===== src/shared/rmsm_pkg.sv =====
// shared constants, types and register layout of the radio mode controller
package rmsm_pkg;
    // ------------------------------------------------------------------
    // clock and sequence timing (times in ns)
    // ------------------------------------------------------------------
    localparam int unsigned CLK_PERIOD_NS   = 10;
    localparam int unsigned T_POR_NS        = 16000000; // shutdown exit, before idle-side steps
    localparam int unsigned T_XTAL_NS       = 600000;   // crystal start-up
    localparam int unsigned T_VCO_CAL_NS    = 100000;   // bias settling plus vco calibration
    localparam int unsigned T_PLL_SETTLE_NS = 95000;    // pll settling
    localparam int unsigned T_FRONT_END_NS  = 5000;     // pa ramp or receive chain start
    localparam int unsigned POR_CYC       = (T_POR_NS + CLK_PERIOD_NS - 1) / CLK_PERIOD_NS;
    localparam int unsigned XTAL_CYC      = (T_XTAL_NS + CLK_PERIOD_NS - 1) / CLK_PERIOD_NS;
    localparam int unsigned VCO_CAL_CYC   = (T_VCO_CAL_NS + CLK_PERIOD_NS - 1) / CLK_PERIOD_NS;
    localparam int unsigned PLL_SET_CYC   = (T_PLL_SETTLE_NS + CLK_PERIOD_NS - 1) / CLK_PERIOD_NS;
    localparam int unsigned FRONT_END_CYC = (T_FRONT_END_NS + CLK_PERIOD_NS - 1) / CLK_PERIOD_NS;
    localparam int unsigned TMR_W         = 21;

    // ------------------------------------------------------------------
    // register map (7-bit spi address)
    // ------------------------------------------------------------------
    localparam logic [6:0] ADDR_STATUS   = 7'h02;
    localparam logic [6:0] ADDR_MODE     = 7'h07;
    localparam logic [6:0] ADDR_CAL_CTRL = 7'h55;
    localparam logic [6:0] ADDR_XTAL_CTL = 7'h62;
    localparam logic [7:0] MODE_RST      = 8'h01; // ready: crystal on
    localparam logic [7:0] CAL_CTRL_RST  = 8'h00; // calibration not skipped
    localparam logic [7:0] XTAL_CTL_RST  = 8'h00;
    // mode control fields
    localparam int unsigned MODE_XTON  = 0;
    localparam int unsigned MODE_PLLON = 1;
    localparam int unsigned MODE_RXON  = 2;
    localparam int unsigned MODE_TXON  = 3;
    localparam int unsigned MODE_LBD   = 5;
    localparam int unsigned MODE_WUT   = 6; // 40h
    localparam int unsigned MODE_SWRST = 7;
    localparam int unsigned CAL_SKIP   = 0;
    localparam int unsigned XTAL_BUFOVR = 1;
    localparam int unsigned XTAL_BUFEN  = 0;
    // status fields
    localparam int unsigned ST_OVFL = 7;
    localparam int unsigned ST_UNFL = 6;
    localparam int unsigned ST_RXEM = 5;
    localparam int unsigned ST_HDR  = 4;
    localparam int unsigned ST_FREQ = 3;
    // power state encoding
    localparam logic [1:0] CPS_IDLE = 2'b00;
    localparam logic [1:0] CPS_RX   = 2'b01;
    localparam logic [1:0] CPS_TX   = 2'b10;

    typedef enum logic [3:0] {
        RMSM_OFF       = 4'h0,
        RMSM_POR       = 4'h1,
        RMSM_IDLE      = 4'h2,
        RMSM_XTAL      = 4'h3,
        RMSM_PLL_EN    = 4'h4,
        RMSM_VCO_CAL   = 4'h5,
        RMSM_PLL_SET   = 4'h6,
        RMSM_PA_RAMP   = 4'h7,
        RMSM_TX        = 4'h8,
        RMSM_RX_CHAIN  = 4'h9,
        RMSM_RX        = 4'ha
    } rmsm_state_t;

    typedef enum logic [2:0] {
        IDLE_STANDBY = 3'h0,
        IDLE_SLEEP   = 3'h1,
        IDLE_SENSOR  = 3'h2,
        IDLE_READY   = 3'h3,
        IDLE_TUNE    = 3'h4
    } rmsm_idle_t;

    typedef struct packed {
        logic ovfl;
        logic unfl;
        logic rx_empty;
        logic hdr_err;
        logic freq_err;
    } rmsm_modem_flags_t;

    typedef struct packed {
        logic low_power_reg;
        logic main_reg;
        logic wake_timer;
        logic low_batt_det;
        logic xtal;
        logic xtal_buf;
        logic pll;
        logic vco_cal;
        logic pa;
        logic rx_chain;
        logic modem_rx;
    } rmsm_blocks_t;
endpackage


===== src/rmsm_radio_mode_ctrl.sv =====
// radio operating-mode controller: spi register access, idle sub-modes, tx/rx sequencer
`timescale 1ns/1ps
`default_nettype none

// Behaviour
// - states shutdown, idle, transmit, receive; idle has standby, sleep, sensor, ready, tune.
// - power-off pin high forces shutdown; mode register cannot reach shutdown.
// - shutdown clears every register and ignores all spi traffic.
// - falling edge of power-off pin starts power-on reset, ending in ready.
// - power-on reset, software reset or shutdown exit default to ready.
// - mode write 0h selects standby; registers stay accessible on low-power regulator.
// - wake-timer bit 40h selects sleep with regulator and wake timer on.
// - sensor runs on the main regulator with the low-battery detector on, wake timer by its bit.
// - crystal-on bit selects ready, crystal keeps running.
// - pll-on bit selects tune; crystal enabled automatically.
// - transmit-on or receive-on bit leaves idle through automatic sequencing.
// - tx entry: regulators, crystal wait, pll, vco cal, settle, pa ramp, send.
// - rx entry: regulators, crystal wait, pll, vco cal, settle, rx chain, modem.
// - skip bit bypasses vco calibration; steps already satisfied are omitted.
// - vco and pll recalibrate each time the pll is enabled (here on each tx/rx entry or switch, not when tune turns it on).
// - entry 16.8 ms from shutdown (here 16 ms reset plus the 200 us ready path), 800 us low-power, 200 us ready/tune/switch.
// - low-power regulator only in standby and sleep; main regulator elsewhere.
// - status 02h holds fifo over/underflow, rx empty, header, frequency errors, state.
module rmsm_radio_mode_ctrl
    import rmsm_pkg::*;
#(
    parameter logic [TMR_W-1:0] POR_CYCLES       = TMR_W'(POR_CYC),
    parameter logic [TMR_W-1:0] XTAL_CYCLES      = TMR_W'(XTAL_CYC),
    parameter logic [TMR_W-1:0] VCO_CAL_CYCLES   = TMR_W'(VCO_CAL_CYC),
    parameter logic [TMR_W-1:0] PLL_SET_CYCLES   = TMR_W'(PLL_SET_CYC),
    parameter logic [TMR_W-1:0] FRONT_END_CYCLES = TMR_W'(FRONT_END_CYC)
) (
    input  wire logic              core_clk_in,        // 100 MHz core clock
    input  wire logic              srst_in,            // synchronous reset, active high
    input  wire logic              power_off_pin_in,   // high holds the radio in shutdown
    input  wire logic              spi_sck_in,         // spi clock, sampled
    input  wire logic              spi_csn_in,         // spi select, active low
    input  wire logic              spi_mosi_in,        // spi data in
    output logic                   spi_miso_out,       // spi data out
    output logic                   spi_miso_oe_n_out,  // low while miso is driven
    input  wire rmsm_modem_flags_t modem_flags_in,     // fifo and modem error levels
    input  wire logic              pkt_sent_in,        // pulse: packet transmission done
    output rmsm_blocks_t           blocks_out,         // circuit block enables
    output logic [1:0]             power_state_out     // chip power state
);

    // ------------------------------------------------------------------
    // state and registers
    // ------------------------------------------------------------------
    rmsm_state_t      state_r;
    rmsm_state_t      state_nxt;
    logic [TMR_W-1:0] tmr_r;
    logic [TMR_W-1:0] tmr_nxt;
    logic             tmr_load;
    logic             tmr_done;
    logic [7:0]       mode_r;
    logic [7:0]       cal_ctrl_r;
    logic [7:0]       xtal_ctl_r;
    logic             pin_prev_r;
    logic             alive;
    rmsm_idle_t       idle_mode;
    rmsm_blocks_t     blocks_nxt;
    logic [1:0]       cps_nxt;
    logic [7:0]       status_val;

    // spi
    logic             sck_prev_r;
    logic [3:0]       bit_cnt_r;
    logic [7:0]       shift_r;
    logic             wr_r;
    logic [6:0]       addr_r;
    logic [7:0]       miso_sh_r;
    logic             sck_rise;
    logic             sck_fall;
    logic             spi_active;
    logic             wr_strobe;
    logic [7:0]       wr_data;
    logic [7:0]       rd_data;

    // the controller and its registers exist only while powered and past reset
    assign alive      = !power_off_pin_in && (state_r != RMSM_OFF) && (state_r != RMSM_POR);
    assign spi_active = alive && !spi_csn_in;
    assign sck_rise   = spi_active && spi_sck_in && !sck_prev_r;
    assign sck_fall   = spi_active && !spi_sck_in && sck_prev_r;
    assign wr_data    = {shift_r[6:0], spi_mosi_in};
    assign wr_strobe  = sck_rise && wr_r && (bit_cnt_r == 4'hf);
    assign tmr_done   = (tmr_r == '0);

    // ------------------------------------------------------------------
    // spi slave: bit 0 r/w (1 = write), 7 address bits, 8 data bits, msb first
    // ------------------------------------------------------------------
    // framing counter; deselect always realigns to the command bit
    always_ff @(posedge core_clk_in) begin
        if (srst_in || !spi_active) begin
            bit_cnt_r <= 4'h0;
            shift_r   <= 8'h00;
            wr_r      <= 1'b0;
            addr_r    <= 7'h00;
        end else if (sck_rise) begin
            bit_cnt_r <= bit_cnt_r + 4'h1;
            shift_r   <= wr_data;
            if (bit_cnt_r == 4'h0) begin
                wr_r <= spi_mosi_in;
            end
            if (bit_cnt_r == 4'h7) begin
                addr_r <= wr_data[6:0];
            end
        end
    end

    always_ff @(posedge core_clk_in) begin
        sck_prev_r <= !srst_in && spi_sck_in;
    end

    // read data decode; unmapped addresses read as zero
    always_comb begin
        unique case (wr_data[6:0])
            ADDR_STATUS:   rd_data = status_val;
            ADDR_MODE:     rd_data = mode_r;
            ADDR_CAL_CTRL: rd_data = cal_ctrl_r;
            ADDR_XTAL_CTL: rd_data = xtal_ctl_r;
            default:       rd_data = 8'h00;
        endcase
    end

    // miso shifts on the falling edge so it is stable at the host's rising edge
    always_ff @(posedge core_clk_in) begin
        if (srst_in || !spi_active) begin
            miso_sh_r <= 8'h00;
        end else if (sck_rise && (bit_cnt_r == 4'h7) && !wr_r) begin
            miso_sh_r <= rd_data;
        end else if (sck_fall && (bit_cnt_r > 4'h8)) begin
            miso_sh_r <= {miso_sh_r[6:0], 1'b0};
        end
    end

    assign spi_miso_out      = miso_sh_r[7];
    assign spi_miso_oe_n_out = !(spi_active && !wr_r && (bit_cnt_r >= 4'h8));

    // ------------------------------------------------------------------
    // status register
    // ------------------------------------------------------------------
    always_comb begin
        status_val          = 8'h00;
        status_val[ST_OVFL] = modem_flags_in.ovfl;
        status_val[ST_UNFL] = modem_flags_in.unfl;
        status_val[ST_RXEM] = modem_flags_in.rx_empty;
        status_val[ST_HDR]  = modem_flags_in.hdr_err;
        status_val[ST_FREQ] = modem_flags_in.freq_err;
        status_val[1:0]     = power_state_out;
    end

    // ------------------------------------------------------------------
    // writable registers
    // ------------------------------------------------------------------
    // mode control; a set reset bit restores defaults and does not stick.
    // a host write in the same cycle as a packet-done clear wins.
    always_ff @(posedge core_clk_in) begin
        if (srst_in || !alive) begin
            mode_r <= MODE_RST;
        end else if (wr_strobe && (addr_r == ADDR_MODE)) begin
            if (wr_data[MODE_SWRST]) begin
                mode_r <= MODE_RST;
            end else begin
                mode_r <= wr_data;
            end
        end else if (state_r == RMSM_TX && pkt_sent_in) begin
            mode_r[MODE_TXON] <= 1'b0;
        end
    end

    always_ff @(posedge core_clk_in) begin
        if (srst_in || !alive) begin
            cal_ctrl_r <= CAL_CTRL_RST;
            xtal_ctl_r <= XTAL_CTL_RST;
        end else if (wr_strobe && (addr_r == ADDR_MODE) && wr_data[MODE_SWRST]) begin
            cal_ctrl_r <= CAL_CTRL_RST;
            xtal_ctl_r <= XTAL_CTL_RST;
        end else if (wr_strobe && (addr_r == ADDR_CAL_CTRL)) begin
            cal_ctrl_r <= wr_data;
        end else if (wr_strobe && (addr_r == ADDR_XTAL_CTL)) begin
            xtal_ctl_r <= wr_data;
        end
    end

    // ------------------------------------------------------------------
    // idle sub-mode decode, highest demand wins
    // ------------------------------------------------------------------
    always_comb begin
        if (mode_r[MODE_PLLON]) begin
            idle_mode = IDLE_TUNE;
        end else if (mode_r[MODE_XTON] || xtal_ctl_r[XTAL_BUFOVR]) begin
            idle_mode = IDLE_READY;
        end else if (mode_r[MODE_LBD]) begin
            idle_mode = IDLE_SENSOR;
        end else if (mode_r[MODE_WUT]) begin
            idle_mode = IDLE_SLEEP;
        end else begin
            idle_mode = IDLE_STANDBY;
        end
    end

    // ------------------------------------------------------------------
    // sequencer
    // ------------------------------------------------------------------
    always_ff @(posedge core_clk_in) begin
        pin_prev_r <= srst_in || power_off_pin_in; // reset reads as the idle high pin
    end

    // each wait step loads the shared timer on entry and advances at zero
    always_comb begin
        state_nxt = state_r;
        tmr_load  = 1'b0;
        tmr_nxt   = '0;
        unique case (state_r)
            RMSM_OFF: begin
                if (pin_prev_r && !power_off_pin_in) begin
                    state_nxt = RMSM_POR;
                    tmr_load  = 1'b1;
                    tmr_nxt   = POR_CYCLES;
                end
            end
            RMSM_POR, RMSM_XTAL: begin
                if (tmr_done) begin
                    state_nxt = (state_r == RMSM_POR) ? RMSM_IDLE : RMSM_PLL_EN;
                end
            end
            RMSM_IDLE: begin
                if (mode_r[MODE_TXON] || mode_r[MODE_RXON]) begin
                    if (idle_mode inside {IDLE_TUNE, IDLE_READY}) begin
                        state_nxt = RMSM_PLL_EN;
                    end else begin
                        state_nxt = RMSM_XTAL;
                        tmr_load  = 1'b1;
                        tmr_nxt   = XTAL_CYCLES;
                    end
                end
            end
            RMSM_PLL_EN: begin
                tmr_load = 1'b1;
                if (cal_ctrl_r[CAL_SKIP]) begin
                    state_nxt = RMSM_PLL_SET;
                    tmr_nxt   = PLL_SET_CYCLES;
                end else begin
                    state_nxt = RMSM_VCO_CAL;
                    tmr_nxt   = VCO_CAL_CYCLES;
                end
            end
            RMSM_VCO_CAL: begin
                if (tmr_done) begin
                    state_nxt = RMSM_PLL_SET;
                    tmr_load  = 1'b1;
                    tmr_nxt   = PLL_SET_CYCLES;
                end
            end
            RMSM_PLL_SET: begin
                if (tmr_done) begin
                    state_nxt = mode_r[MODE_TXON] ? RMSM_PA_RAMP : RMSM_RX_CHAIN;
                    tmr_load  = 1'b1;
                    tmr_nxt   = FRONT_END_CYCLES;
                end
            end
            RMSM_PA_RAMP, RMSM_RX_CHAIN: begin
                if (tmr_done) begin
                    state_nxt = (state_r == RMSM_PA_RAMP) ? RMSM_TX : RMSM_RX;
                end
            end
            RMSM_TX: begin
                if (!mode_r[MODE_TXON]) begin
                    state_nxt = mode_r[MODE_RXON] ? RMSM_PLL_EN : RMSM_IDLE;
                end
            end
            RMSM_RX: begin
                if (mode_r[MODE_TXON] || !mode_r[MODE_RXON]) begin
                    state_nxt = mode_r[MODE_TXON] ? RMSM_PLL_EN : RMSM_IDLE;
                end
            end
            default: begin
                state_nxt = RMSM_OFF;
            end
        endcase
        // a dropped request aborts any entry sequence back to idle
        if ((state_r inside {RMSM_XTAL, RMSM_PLL_EN, RMSM_VCO_CAL, RMSM_PLL_SET,
                             RMSM_PA_RAMP, RMSM_RX_CHAIN})
            && !mode_r[MODE_TXON] && !mode_r[MODE_RXON]) begin
            state_nxt = RMSM_IDLE;
            tmr_load  = 1'b0;
        end
    end

    always_ff @(posedge core_clk_in) begin
        if (srst_in || power_off_pin_in) begin
            state_r <= RMSM_OFF;
        end else if (wr_strobe && (addr_r == ADDR_MODE) && wr_data[MODE_SWRST]) begin
            state_r <= RMSM_IDLE;
        end else begin
            state_r <= state_nxt;
        end
    end

    always_ff @(posedge core_clk_in) begin
        if (srst_in || power_off_pin_in) begin
            tmr_r <= '0;
        end else if (tmr_load) begin
            tmr_r <= tmr_nxt;
        end else if (!tmr_done) begin
            tmr_r <= tmr_r - TMR_W'(1);
        end
    end

    // ------------------------------------------------------------------
    // block enables and power state, registered before leaving the block
    // ------------------------------------------------------------------
    always_comb begin
        blocks_nxt = '0;
        cps_nxt    = CPS_IDLE;
        if (state_r == RMSM_IDLE) begin
            blocks_nxt.low_power_reg = idle_mode inside {IDLE_STANDBY, IDLE_SLEEP};
            blocks_nxt.main_reg      = !(idle_mode inside {IDLE_STANDBY, IDLE_SLEEP});
            blocks_nxt.wake_timer    = mode_r[MODE_WUT];
            blocks_nxt.low_batt_det  = mode_r[MODE_LBD];
            blocks_nxt.xtal          = idle_mode inside {IDLE_READY, IDLE_TUNE};
            blocks_nxt.xtal_buf      = blocks_nxt.xtal && xtal_ctl_r[XTAL_BUFEN] == 1'b0;
            blocks_nxt.pll           = (idle_mode == IDLE_TUNE);
        end else if (state_r != RMSM_OFF && state_r != RMSM_POR) begin
            // every sequencing or active state runs on the main regulator
            blocks_nxt.main_reg      = 1'b1;
            blocks_nxt.wake_timer    = mode_r[MODE_WUT];
            blocks_nxt.low_batt_det  = mode_r[MODE_LBD];
            blocks_nxt.xtal          = 1'b1;
            blocks_nxt.xtal_buf      = 1'b1;
            blocks_nxt.pll           = (state_r != RMSM_XTAL);
            blocks_nxt.vco_cal       = (state_r == RMSM_VCO_CAL);
            blocks_nxt.pa            = state_r inside {RMSM_PA_RAMP, RMSM_TX};
            blocks_nxt.rx_chain      = state_r inside {RMSM_RX_CHAIN, RMSM_RX};
            blocks_nxt.modem_rx      = (state_r == RMSM_RX);
            if (state_r == RMSM_TX) begin
                cps_nxt = CPS_TX;
            end else if (state_r == RMSM_RX) begin
                cps_nxt = CPS_RX;
            end
        end
    end

    always_ff @(posedge core_clk_in) begin
        if (srst_in) begin
            blocks_out      <= '0;
            power_state_out <= CPS_IDLE;
        end else begin
            blocks_out      <= blocks_nxt;
            power_state_out <= cps_nxt;
        end
    end

endmodule

`default_nettype wire


===== config.mk =====
export PLATFORM = sky130hd
export DESIGN_NAME = rmsm_radio_mode_ctrl
export DESIGN_NICKNAME = d
export VERILOG_FILES = /design/src/shared/rmsm_pkg.sv /design/src/rmsm_radio_mode_ctrl.sv
export SDC_FILE = /design/constraint.sdc
export NUM_CORES = 1
export LEC_CHECK = 0
export BUFFER_PORTS_ARGS = -buffer_cell sky130_fd_sc_hd__buf_2
export CORE_UTILIZATION = 60
export CTS_CLUSTER_DIAMETER = 100
export CTS_CLUSTER_SIZE = 10
export DETAILED_ROUTE_END_ITERATION = 10
export PLACE_DENSITY = 0.87
export SYNTH_ARGS = -nofsm -noshare
export SYNTH_HDL_FRONTEND = slang
export SYNTH_SLANG_ARGS = --single-unit
export TNS_END_PERCENT = 20

===== constraint.sdc =====
create_clock -name core_clk_in -period 2.65 [get_ports core_clk_in]
set_input_delay 0.1325 -clock core_clk_in [delete_from_list [all_inputs] [get_ports core_clk_in]]
set_output_delay 0.1325 -clock core_clk_in [all_outputs]
set_load 0.05 [all_outputs]

==> reports/metrics.cfg, run 1 <==
[clock_tree]
clock_sinks = 90
post-cts-setup-buffers = 0
clk_pin_slew_ps = 100
clk_latency_ps = 360
numCtsBuffers = 9
clk_path_buf_depth = 2
cts_max_level = 3
cts.hold.buffers_added = 0
cts_tree = built
cts-root-buf = clkbuf_8
cts_resized = 0

[grt]
grt.total_usage_pct = 30.0
overflow = 0
antenna_found_initial = 0
grt_max_degree = 24
grt_pass1_vias = 3746
grt_pass1_wl_um = 17600

[synth]
yosysUniqueCellTypes = 64
yosys_warnings = 0
synth_flop_cell = dfxtp_1
yosysSeqAreaShare_pct = 40.7
netlist_instances = 496
syn-cell-area_um2 = 4430
synthArstFlopShare_pct = 0
postSynthAreaPerCell_um2 = 8.92
synth_nets = 511
synth_edf_count = 0
synth.ff_latch_count = 90

[finish]
finalNonFillerCells = 626
nFillCells = 542
areaGrowthSynthToFinish_pct = 11.3
n_antenna_cell = 0
nets = 540
layout-drive-gt1-share_pct = 15.7

[setup_path]
worst-path-max-fanout = 9
crit_start = bit_cnt_r[0]
worst_r2r_endpoint = xtal_ctl_r[4]
r2r_cells = 7
crit_end = xtal_ctl_r[4]
start_kind = flip-flop
r2r_slack_ps = 200
endpoint_kind = flip-flop
worst-endpoint-arrival_ps = 2680
cp_data_required_time_ps = 2890
critPathKind = reg2reg
regToRegStartpoint = bit_cnt_r[0]

[floorplan]
design.die.area_um2 = 7720
dieHeight_um = 87.9
start_util_pct = 63.7
rows = 30
ioPinCount = 27
core_um2 = 6940
die_x_um = 87.9

[routing]
vias = 3923
ant_nets = 0
wl_per_cell_um = 17.4
vias_per_cell = 6.27
wl_um = 10900
drcViolationCount = 0
initialDrtViolationCount = 336
drtPass1Iterations = 5

[place]
io_buffers = 26
dp_hpwl_um = 7670
dpl.cell_count = 610
gp_congestion = 0.904

[timing]
max_freq_mhz = 409
slew_headroom_pct = 49.0
rsz0062_at_grt = no
hold_violations = 0
tns_ps = 0
final_max_slew_viol_count = 0
finalCritPeriodShare_pct = 92.3
worst_pin_slew_ps = 765
finalCriticalPeriod_ps = 2450
finalSetupViolCount = 0
skew_ps = 15.5

[power_and_ir_drop]
p_clk_share_pct = 22.2
p_sw_share_pct = 38.8
ir_drop_v = 0.000483
p_seq_share_pct = 35.1
power_frac_comb_pct = 42.7
p_int_uw = 2880
p_sw_uw = 1830
power_density_nw_per_um2 = 957
power_leakage_uw = 0.00187

[outcome]
status = complete, no violations

[job]
drv_cap = 0

[min_path]
hold_class = in2reg

-- how the worst min path moves through the flow --
| stage | startpoint | end | slack [ps] | cells past startpoint |
|---|---|---|---|---|
| global route | spi_sck_in | sck_prev_r | 50 | 2 |
| floorplan | spi_sck_in | sck_prev_r | 260 | 1 |
| global placement | spi_sck_in | sck_prev_r | 400 | 2 |
| detailed placement | spi_sck_in | sck_prev_r | 420 | 2 |
| CTS | spi_sck_in | sck_prev_r | 20 | 2 |
| finish | spi_sck_in | sck_prev_r | 30 | 2 |
-- cells by family after synthesis --
| kind of cell | share of synthesized area, % |
|---|---|
| muxes | 9.30 |
| AOI/OAI and AO/OA | 16.4 |
| xor gates and xnor gates | 3.56 |
| and+or+nand+nor | 25.5 |
| DFF | 40.7 |
| adders and majority gates | 0.848 |
| buffers and inverters | 3.70 |
-- routing by layer --
metal | share of wire (%) | global-route usage [%]
met1 | 42 | 37.2
met2 | 48 | 50.4
met3 | 7.1 | 5.56
met4 | 2.9 | 14.5
met5 | 0 | 0
-- synthesized netlist by cell type, types with 3 or more instances --
| library cell | count | area share (%) |
|---|---|---|
| a211oi_1 | 7 | 1.2 |
| a21o_1 | 5 | 0.85 |
| a21oi_1 | 24 | 2.7 |
| a222oi_1 | 8 | 1.8 |
| a31oi_1 | 5 | 0.71 |
| a32oi_1 | 3 | 0.59 |
| and2_1 | 3 | 0.42 |
| and3_1 | 5 | 0.71 |
| buf_2 | 5 | 0.57 |
| clkbuf_1 | 20 | 1.7 |
| dfxtp_1 | 90 | 41 |
| ha_1 | 3 | 0.85 |
| inv_1 | 10 | 0.85 |
| mux2i_1 | 40 | 9.0 |
| nand2_1 | 34 | 2.9 |
| nand2b_1 | 7 | 0.99 |
| nand3_1 | 12 | 1.4 |
| nand3b_1 | 3 | 0.51 |
| nand4_1 | 5 | 0.71 |
| nand4b_1 | 8 | 1.6 |
| nor2_1 | 63 | 5.3 |
| nor2b_1 | 7 | 0.99 |
| nor3_1 | 13 | 1.5 |
| nor3b_1 | 10 | 1.7 |
| nor4_1 | 7 | 0.99 |
| o211ai_1 | 3 | 0.51 |
| o21a_1 | 3 | 0.51 |
| o21ai_0 | 15 | 1.7 |
| o21ai_1 | 3 | 0.34 |
| o22ai_1 | 5 | 0.71 |
| o31ai_1 | 5 | 0.85 |
| or2_2 | 4 | 0.57 |
| or3_1 | 6 | 0.85 |
| or4_1 | 4 | 0.68 |
| xnor2_1 | 12 | 2.4 |
| xor2_1 | 6 | 1.2 |
-- through the flow --
step	hold WS, ps	power, uW	area (um2)	util [%]	worst slack (ps)
after global routing	45.8	5000	4930	71.0	6.96
after global placement	399	3590	4700	67.7	349
final	33.9	4710	4930	71.0	204
after CTS	18.2	4700	4930	71.0	257
after floorplan	261	3340	4430	-	370
after detailed placement	416	3660	4700	67.7	288
-- layout by cell type, fill, tap and decap left out, types with 13 or more instances in the layout --
master,instances
a21oi_1,24
buf_2,26
buf_4,20
dfxtp_1,90
mux2i_1,40
nand2_1,34
nor2_1,63
nor3_1,13
o21ai_0,15
-- flip-flops by register name, summed over array words and instances, names as in the netlist --
| signal | count |
|---|---|
| sck_prev_r | 1 |
| wr_r | 1 |
| mode_r | 7 |
| state_r | 4 |
| xtal_ctl_r | 8 |
| power_state_out | 2 |
| bit_cnt_r | 4 |
| miso_sh_r | 8 |
| pin_prev_r | 1 |
| tmr_r | 21 |
| cal_ctrl_r | 8 |
| blocks_out | 11 |
| addr_r | 7 |
| shift_r | 7 |
-- power groups by stage --
stage	logic (uW)	registers [uW]	clock network (uW)
2_1_floorplan	1660	1680	0
3_3_place_gp	1920	1670	0
3_5_place_dp	1980	1680	0
4_1_cts	2000	1650	1060
5_1_grt	2210	1670	1130
6_report	2010	1650	1050
-- critical path, stage by stage, from the launching register on --
cell,delay (ps)
dfxtp_1,410
ha_1,220
nand4b_1,160
nor3b_1,350
and3_1,400
nand4_2,420
mux2i_1,290
nor2_1,60
-- layout make-up --
| type | instances | area, um2 | share of cell area (%) |
|---|---|---|---|
| clock buffers | 10 | 138 | 2.79 |
| clock inverters | 6 | 90.1 | 1.83 |
| flip-flops and latches | 90 | 1800 | 36.6 |
| multi-input cells | 368 | 2460 | 49.9 |
| well taps | 96 | 120 | 2.44 |
| inverters | 10 | 37.5 | 0.762 |
| repair buffers | 46 | 280 | 5.69 |
(Power assumes the default switching activity.)
==> run 2, diff against run 1 <==
- RECOVER_POWER: not set -> 50
==> reports/metrics.cfg, run 2 (synthesis gave the netlist of run 1 again) <==
[routing]
vias = 3936
wl_um = 10900
ant_nets = 0
wl_per_cell_um = 17.4
vias_per_cell = 6.29
drcViolationCount = 0
initialDrtViolationCount = 319
drtPass1Iterations = 6

[power_and_ir_drop]
p_sw_uw = 1830
power_frac_comb_pct = 42.5
p_int_uw = 2870
p_total_uw = 4700
p_sw_share_pct = 38.9
power_leakage_uw = 0.00177
p_seq_share_pct = 35.2
p_clk_share_pct = 22.3
power_density_nw_per_um2 = 963
ir_drop_v = 0.000483

[floorplan]
dieHeight_um = 87.9
ioPinCount = 27
core_um2 = 6940
rows = 30
design.die.area_um2 = 7720
start_util_pct = 63.7
die_x_um = 87.9

[setup_path]
worst-endpoint-arrival_ps = 2730
critPathKind = reg2reg
worst-path-max-fanout = 8
endpoint_kind = flip-flop
cp_cell_sequence = nand2b_1 > nor4_1 > and3_1 > o41ai_1 > clkbuf_1 > o21ai_0 > o211a_1
critPathMaxStageDelay_ps = 760
start_kind = flip-flop
cp_data_required_time_ps = 2900
cp_slowest_cell = o41ai_1

[timing]
slew_headroom_pct = 34.1
final_max_slew_viol_count = 0
finalCritPeriodShare_pct = 93.6
finalCriticalPeriod_ps = 2480
rsz0062_at_grt = no
max_freq_mhz = 403
skew_ps = 16.4
worst_pin_slew_ps = 988
finalSetupViolCount = 0
hold_violations = 0
tns_ps = 0

[grt]
grt_pass1_vias = 3746
grt.total_usage_pct = 30.0
grt_util_met2_pct = 50.4
grt_max_degree = 24
grt.busiest_layer = met2
grt.met3_usage_pct = 5.56
grt_pass1_wl_um = 17600
overflow = 0
antenna_found_initial = 0
grt_use_met1_pct = 37.2

[clock_tree]
clock_sinks = 90
cts-root-buf = clkbuf_8
clk_latency_ps = 360
cts.hold.buffers_added = 0
numCtsBuffers = 9
clk_path_buf_depth = 2
clk_pin_slew_ps = 100
cts_tree = built
cts_max_level = 3
cts_resized = 0
post-cts-setup-buffers = 0

[outcome]
status = complete, no violations

[finish]
layout-drive-gt1-share_pct = 11.3
largestRegisters = tmr_r x21, blocks_out x11
final_cell_mix = dfxtp_1, nor2_1, mux2i_1
design_area_um2 = 4880
largest_reg_flops = 21
n_antenna_cell = 0
final_common_cell = dfxtp_1
regMostFlops = tmr_r
nets = 540
areaGrowthSynthToFinish_pct = 10.2

[job]
drv_cap = 0

[place]
dpl_cell_area_um2 = 4700
io_buffers = 26
gp_congestion = 0.904
dp_hpwl_um = 7670

[min_path]
hold_class = in2reg

run 2: cell types whose count changed in the layout (fill, tap and decap cells not counted), sizes merged:
cell	previous run	this run
buf	46	25
clkbuf	10	31
run 2: final timing paths:
kind	startpoint	to	slack, ps	depth (start not counted)
hold reg to reg	mode_r[4]	mode_r[4]	470	2
setup / recovery	shift_r[3]	miso_sh_r[7]	170	7
setup reg to reg	shift_r[3]	miso_sh_r[7]	170	7
hold / removal	spi_sck_in	sck_prev_r	30	2
run 2: cell type report:
cell class                      instances  area, um2
Inverter                               10       37.5
Timing Repair Buffer                   46        241
Tap cell                               96        120
Clock inverter                          6       90.1
Sequential cell                        90       1800
Clock buffer                           10        138
Multi-Input combinational cell        368       2450
Fill cell                             555       2070
run 2: worst max-delay path: cells and delay by family (launching register included):
family | cells | cell delay [ps]
buffers and inverters | 1 | 280
AO/OA/AOI/OAI | 3 | 1020
AND/OR/NAND/NOR | 3 | 560
flip-flops | 1 | 510
run 2: power by group through the flow:
stage / clock network [uW] / registers, uW / logic [uW]
3_5_place_dp: 0 / 1680 / 1980
2_1_floorplan: 0 / 1680 / 1660
5_1_grt: 1130 / 1670 / 2200
3_3_place_gp: 0 / 1670 / 1920
4_1_cts: 1060 / 1650 / 2000
6_report: 1050 / 1650 / 2000
run 2: stage by stage:
stage / worst slack (ps) / util, % / hold slack, ps / cells
floorplan: 370 / - / 261 / 496
global placement: 349 / 67.7 / 399 / 610
detailed placement: 288 / 67.7 / 416 / 610
CTS: 257 / 71.0 / 18.2 / 626
global route: 6.96 / 70.2 / 45.8 / 626
finish: 169 / 70.2 / 35.0 / 626
run 2: layer usage:
metal / up-vias / wire length [um] / part of all wire [%]
li1: 1862 / - / -
met5: - / 0 / 0
met1: 1839 / 4430 / 41
met2: 199 / 5200 / 48
met3: 36 / 907 / 8.3
met4: 0 / 329 / 3.0
==> run 3, diff against run 2 <==
- HOLD_SLACK_MARGIN: not set -> 0.08
- TNS_END_PERCENT: 20 -> 10
- clock period: 2.65 -> 2.3 ns (I/O delays scaled with it)
==> reports/metrics.cfg, run 3 (synthesis gave the netlist of run 1 again) <==
[outcome]
status = complete, no violations

[power_and_ir_drop]
power_leakage_uw = 0.00190
power_density_nw_per_um2 = 1120
ir_drop_v = 0.000526
p_total_uw = 5680

[grt]
grt_max_degree = 25
grt.met3_usage_pct = 5.37
grt_pass1_vias = 3948
grt_use_met1_pct = 37.3
overflow = 0
grt.busiest_layer = met2
antenna_found_initial = 0
grt_pass1_wl_um = 18700
grt.total_usage_pct = 32.0
grt_util_met2_pct = 55.5

[timing]
skew_ps = 10.4
max_freq_mhz = 435
worst_pin_slew_ps = 649
rsz0062_at_grt = yes
slew_headroom_pct = 56.4
finalCriticalPeriod_ps = 2300
hold_violations = 0
final_max_slew_viol_count = 0
finalCritPeriodShare_pct = 99.9
finalSetupViolCount = 0

[clock_tree]
numCtsBuffers = 9
cts_tree = built
cts_max_level = 3
clock_sinks = 90
clk_latency_ps = 370
cts-root-buf = clkbuf_8
clk_path_buf_depth = 2
clk_pin_slew_ps = 100

[setup_path]
worst-endpoint-arrival_ps = 2560
r2r_cells = 6
endpoint_kind = flip-flop
cp_data_required_time_ps = 2570
worst-path-max-fanout = 4
start_kind = flip-flop
r2r_slack_ps = 3
critPathKind = reg2reg
worst_r2r_endpoint = tmr_r[3]
regToRegStartpoint = tmr_r[17]

[finish]
largestRegisters = tmr_r x21, blocks_out x11
finish.utilization_pct = 73.0
final_cell_mix = dfxtp_1, nor2_1, mux2i_1
nets = 557
layout-drive-gt1-share_pct = 16.1
nFillCells = 510
largest_reg_flops = 21
areaGrowthSynthToFinish_pct = 14.6
regMostFlops = tmr_r
n_antenna_cell = 0
final_common_cell = dfxtp_1

[floorplan]
start_util_pct = 63.7
core_um2 = 6940
design.die.area_um2 = 7720
die_x_um = 87.9
rows = 30
dieHeight_um = 87.9
ioPinCount = 27

[place]
io_buffers = 26
gp_congestion = 0.901
dp_hpwl_um = 8120

[routing]
vias_per_cell = 6.36
wl_um = 11700
wl_per_cell_um = 18.3
vias = 4089
drcViolationCount = 0
ant_nets = 0
initialDrtViolationCount = 345
drtPass1Iterations = 6

[min_path]
hold_depth = 4
hold_class = in2reg
min_from = pkt_sent_in
whs_endpoint = mode_r[3]

[job]
drv_cap = 0

[run 3: cell types whose count changed in the layout (fill, tap and decap cells not counted), moves of 2 or more]
cell,before,now
or3_4,0,2
buf_4,15,30
nor3b_1,10,8
nor3b_2,0,2
o21ai_2,0,2
or3_1,7,5
o21ai_1,3,1
dlygate4sd3_1,0,3
clkbuf_1,21,18
[run 3: metal layers]
layer,share of wire [%],vias up
met1,40,1952
li1,-,1899
met2,51,205
met3,6.2,33
met4,3.1,0
met5,0,-
[run 3: area by class of cell]
cell class	instances	area (um2)	share of cell area, %
Clock buffer	9	124	2.44
Clock inverter	7	101	2.00
Inverter	10	37.5	0.740
Multi-Input combinational cell	368	2500	49.4
Sequential cell	90	1800	35.5
Tap cell	96	120	2.37
Timing Repair Buffer	63	383	7.55
[run 3: worst max-delay path, cell delays in order (launching register included)]
cell and delay, ps:
dfxtp_1 350, or4_4 530, or4_1 500, o21ai_2 220, o21ai_2 150, nand2_4 120, mux2_2 320
[run 3: stage by stage]
stage | instances | area [um2] | setup TNS (ps) | worst slack, ps | hold WS [ps]
floorplan | 496 | 4430 | 0 | 20.3 | 243
global placement | 624 | 4800 | 0 | 95.7 | 382
detailed placement | 624 | 4800 | 0 | 7.29 | 411
CTS | 643 | 5080 | 0 | 13.1 | 96.7
global route | 643 | 5070 | -776 | -127 | 95.1
finish | 643 | 5070 | 0 | 3.17 | 109
[run 3: how the worst max path moves through the flow]
stage	startpoint	end
finish	tmr_r[17]	tmr_r[3]
global route	state_r[2]	tmr_r[7]
CTS	tmr_r[17]	tmr_r[20]
detailed placement	bit_cnt_r[0]	xtal_ctl_r[1]
global placement	tmr_r[17]	tmr_r[10]
floorplan	tmr_r[0]	tmr_r[3]
[run 3: what timing repair did]
| item | 4_1_cts | 5_1_grt |
|---|---|---|
| hold endpoints to repair | 8 | 0 |
| buffers inserted | 0 | 0 |
| setup endpoints to repair | 7 | 33 |
| gates resized for setup | 3 | 7 |
| pin swaps | 0 | 1 |
| hold buffers | 3 | 0 |
[run 3: power by group]
| group | internal [uW] | total, uW | switching (uW) |
|---|---|---|---|
| Clock | 623 | 1230 | 605 |
| Combinational | 1070 | 2550 | 1480 |
| Sequential | 1730 | 1900 | 171 |
| Total | 3420 | 5680 | 2260 |
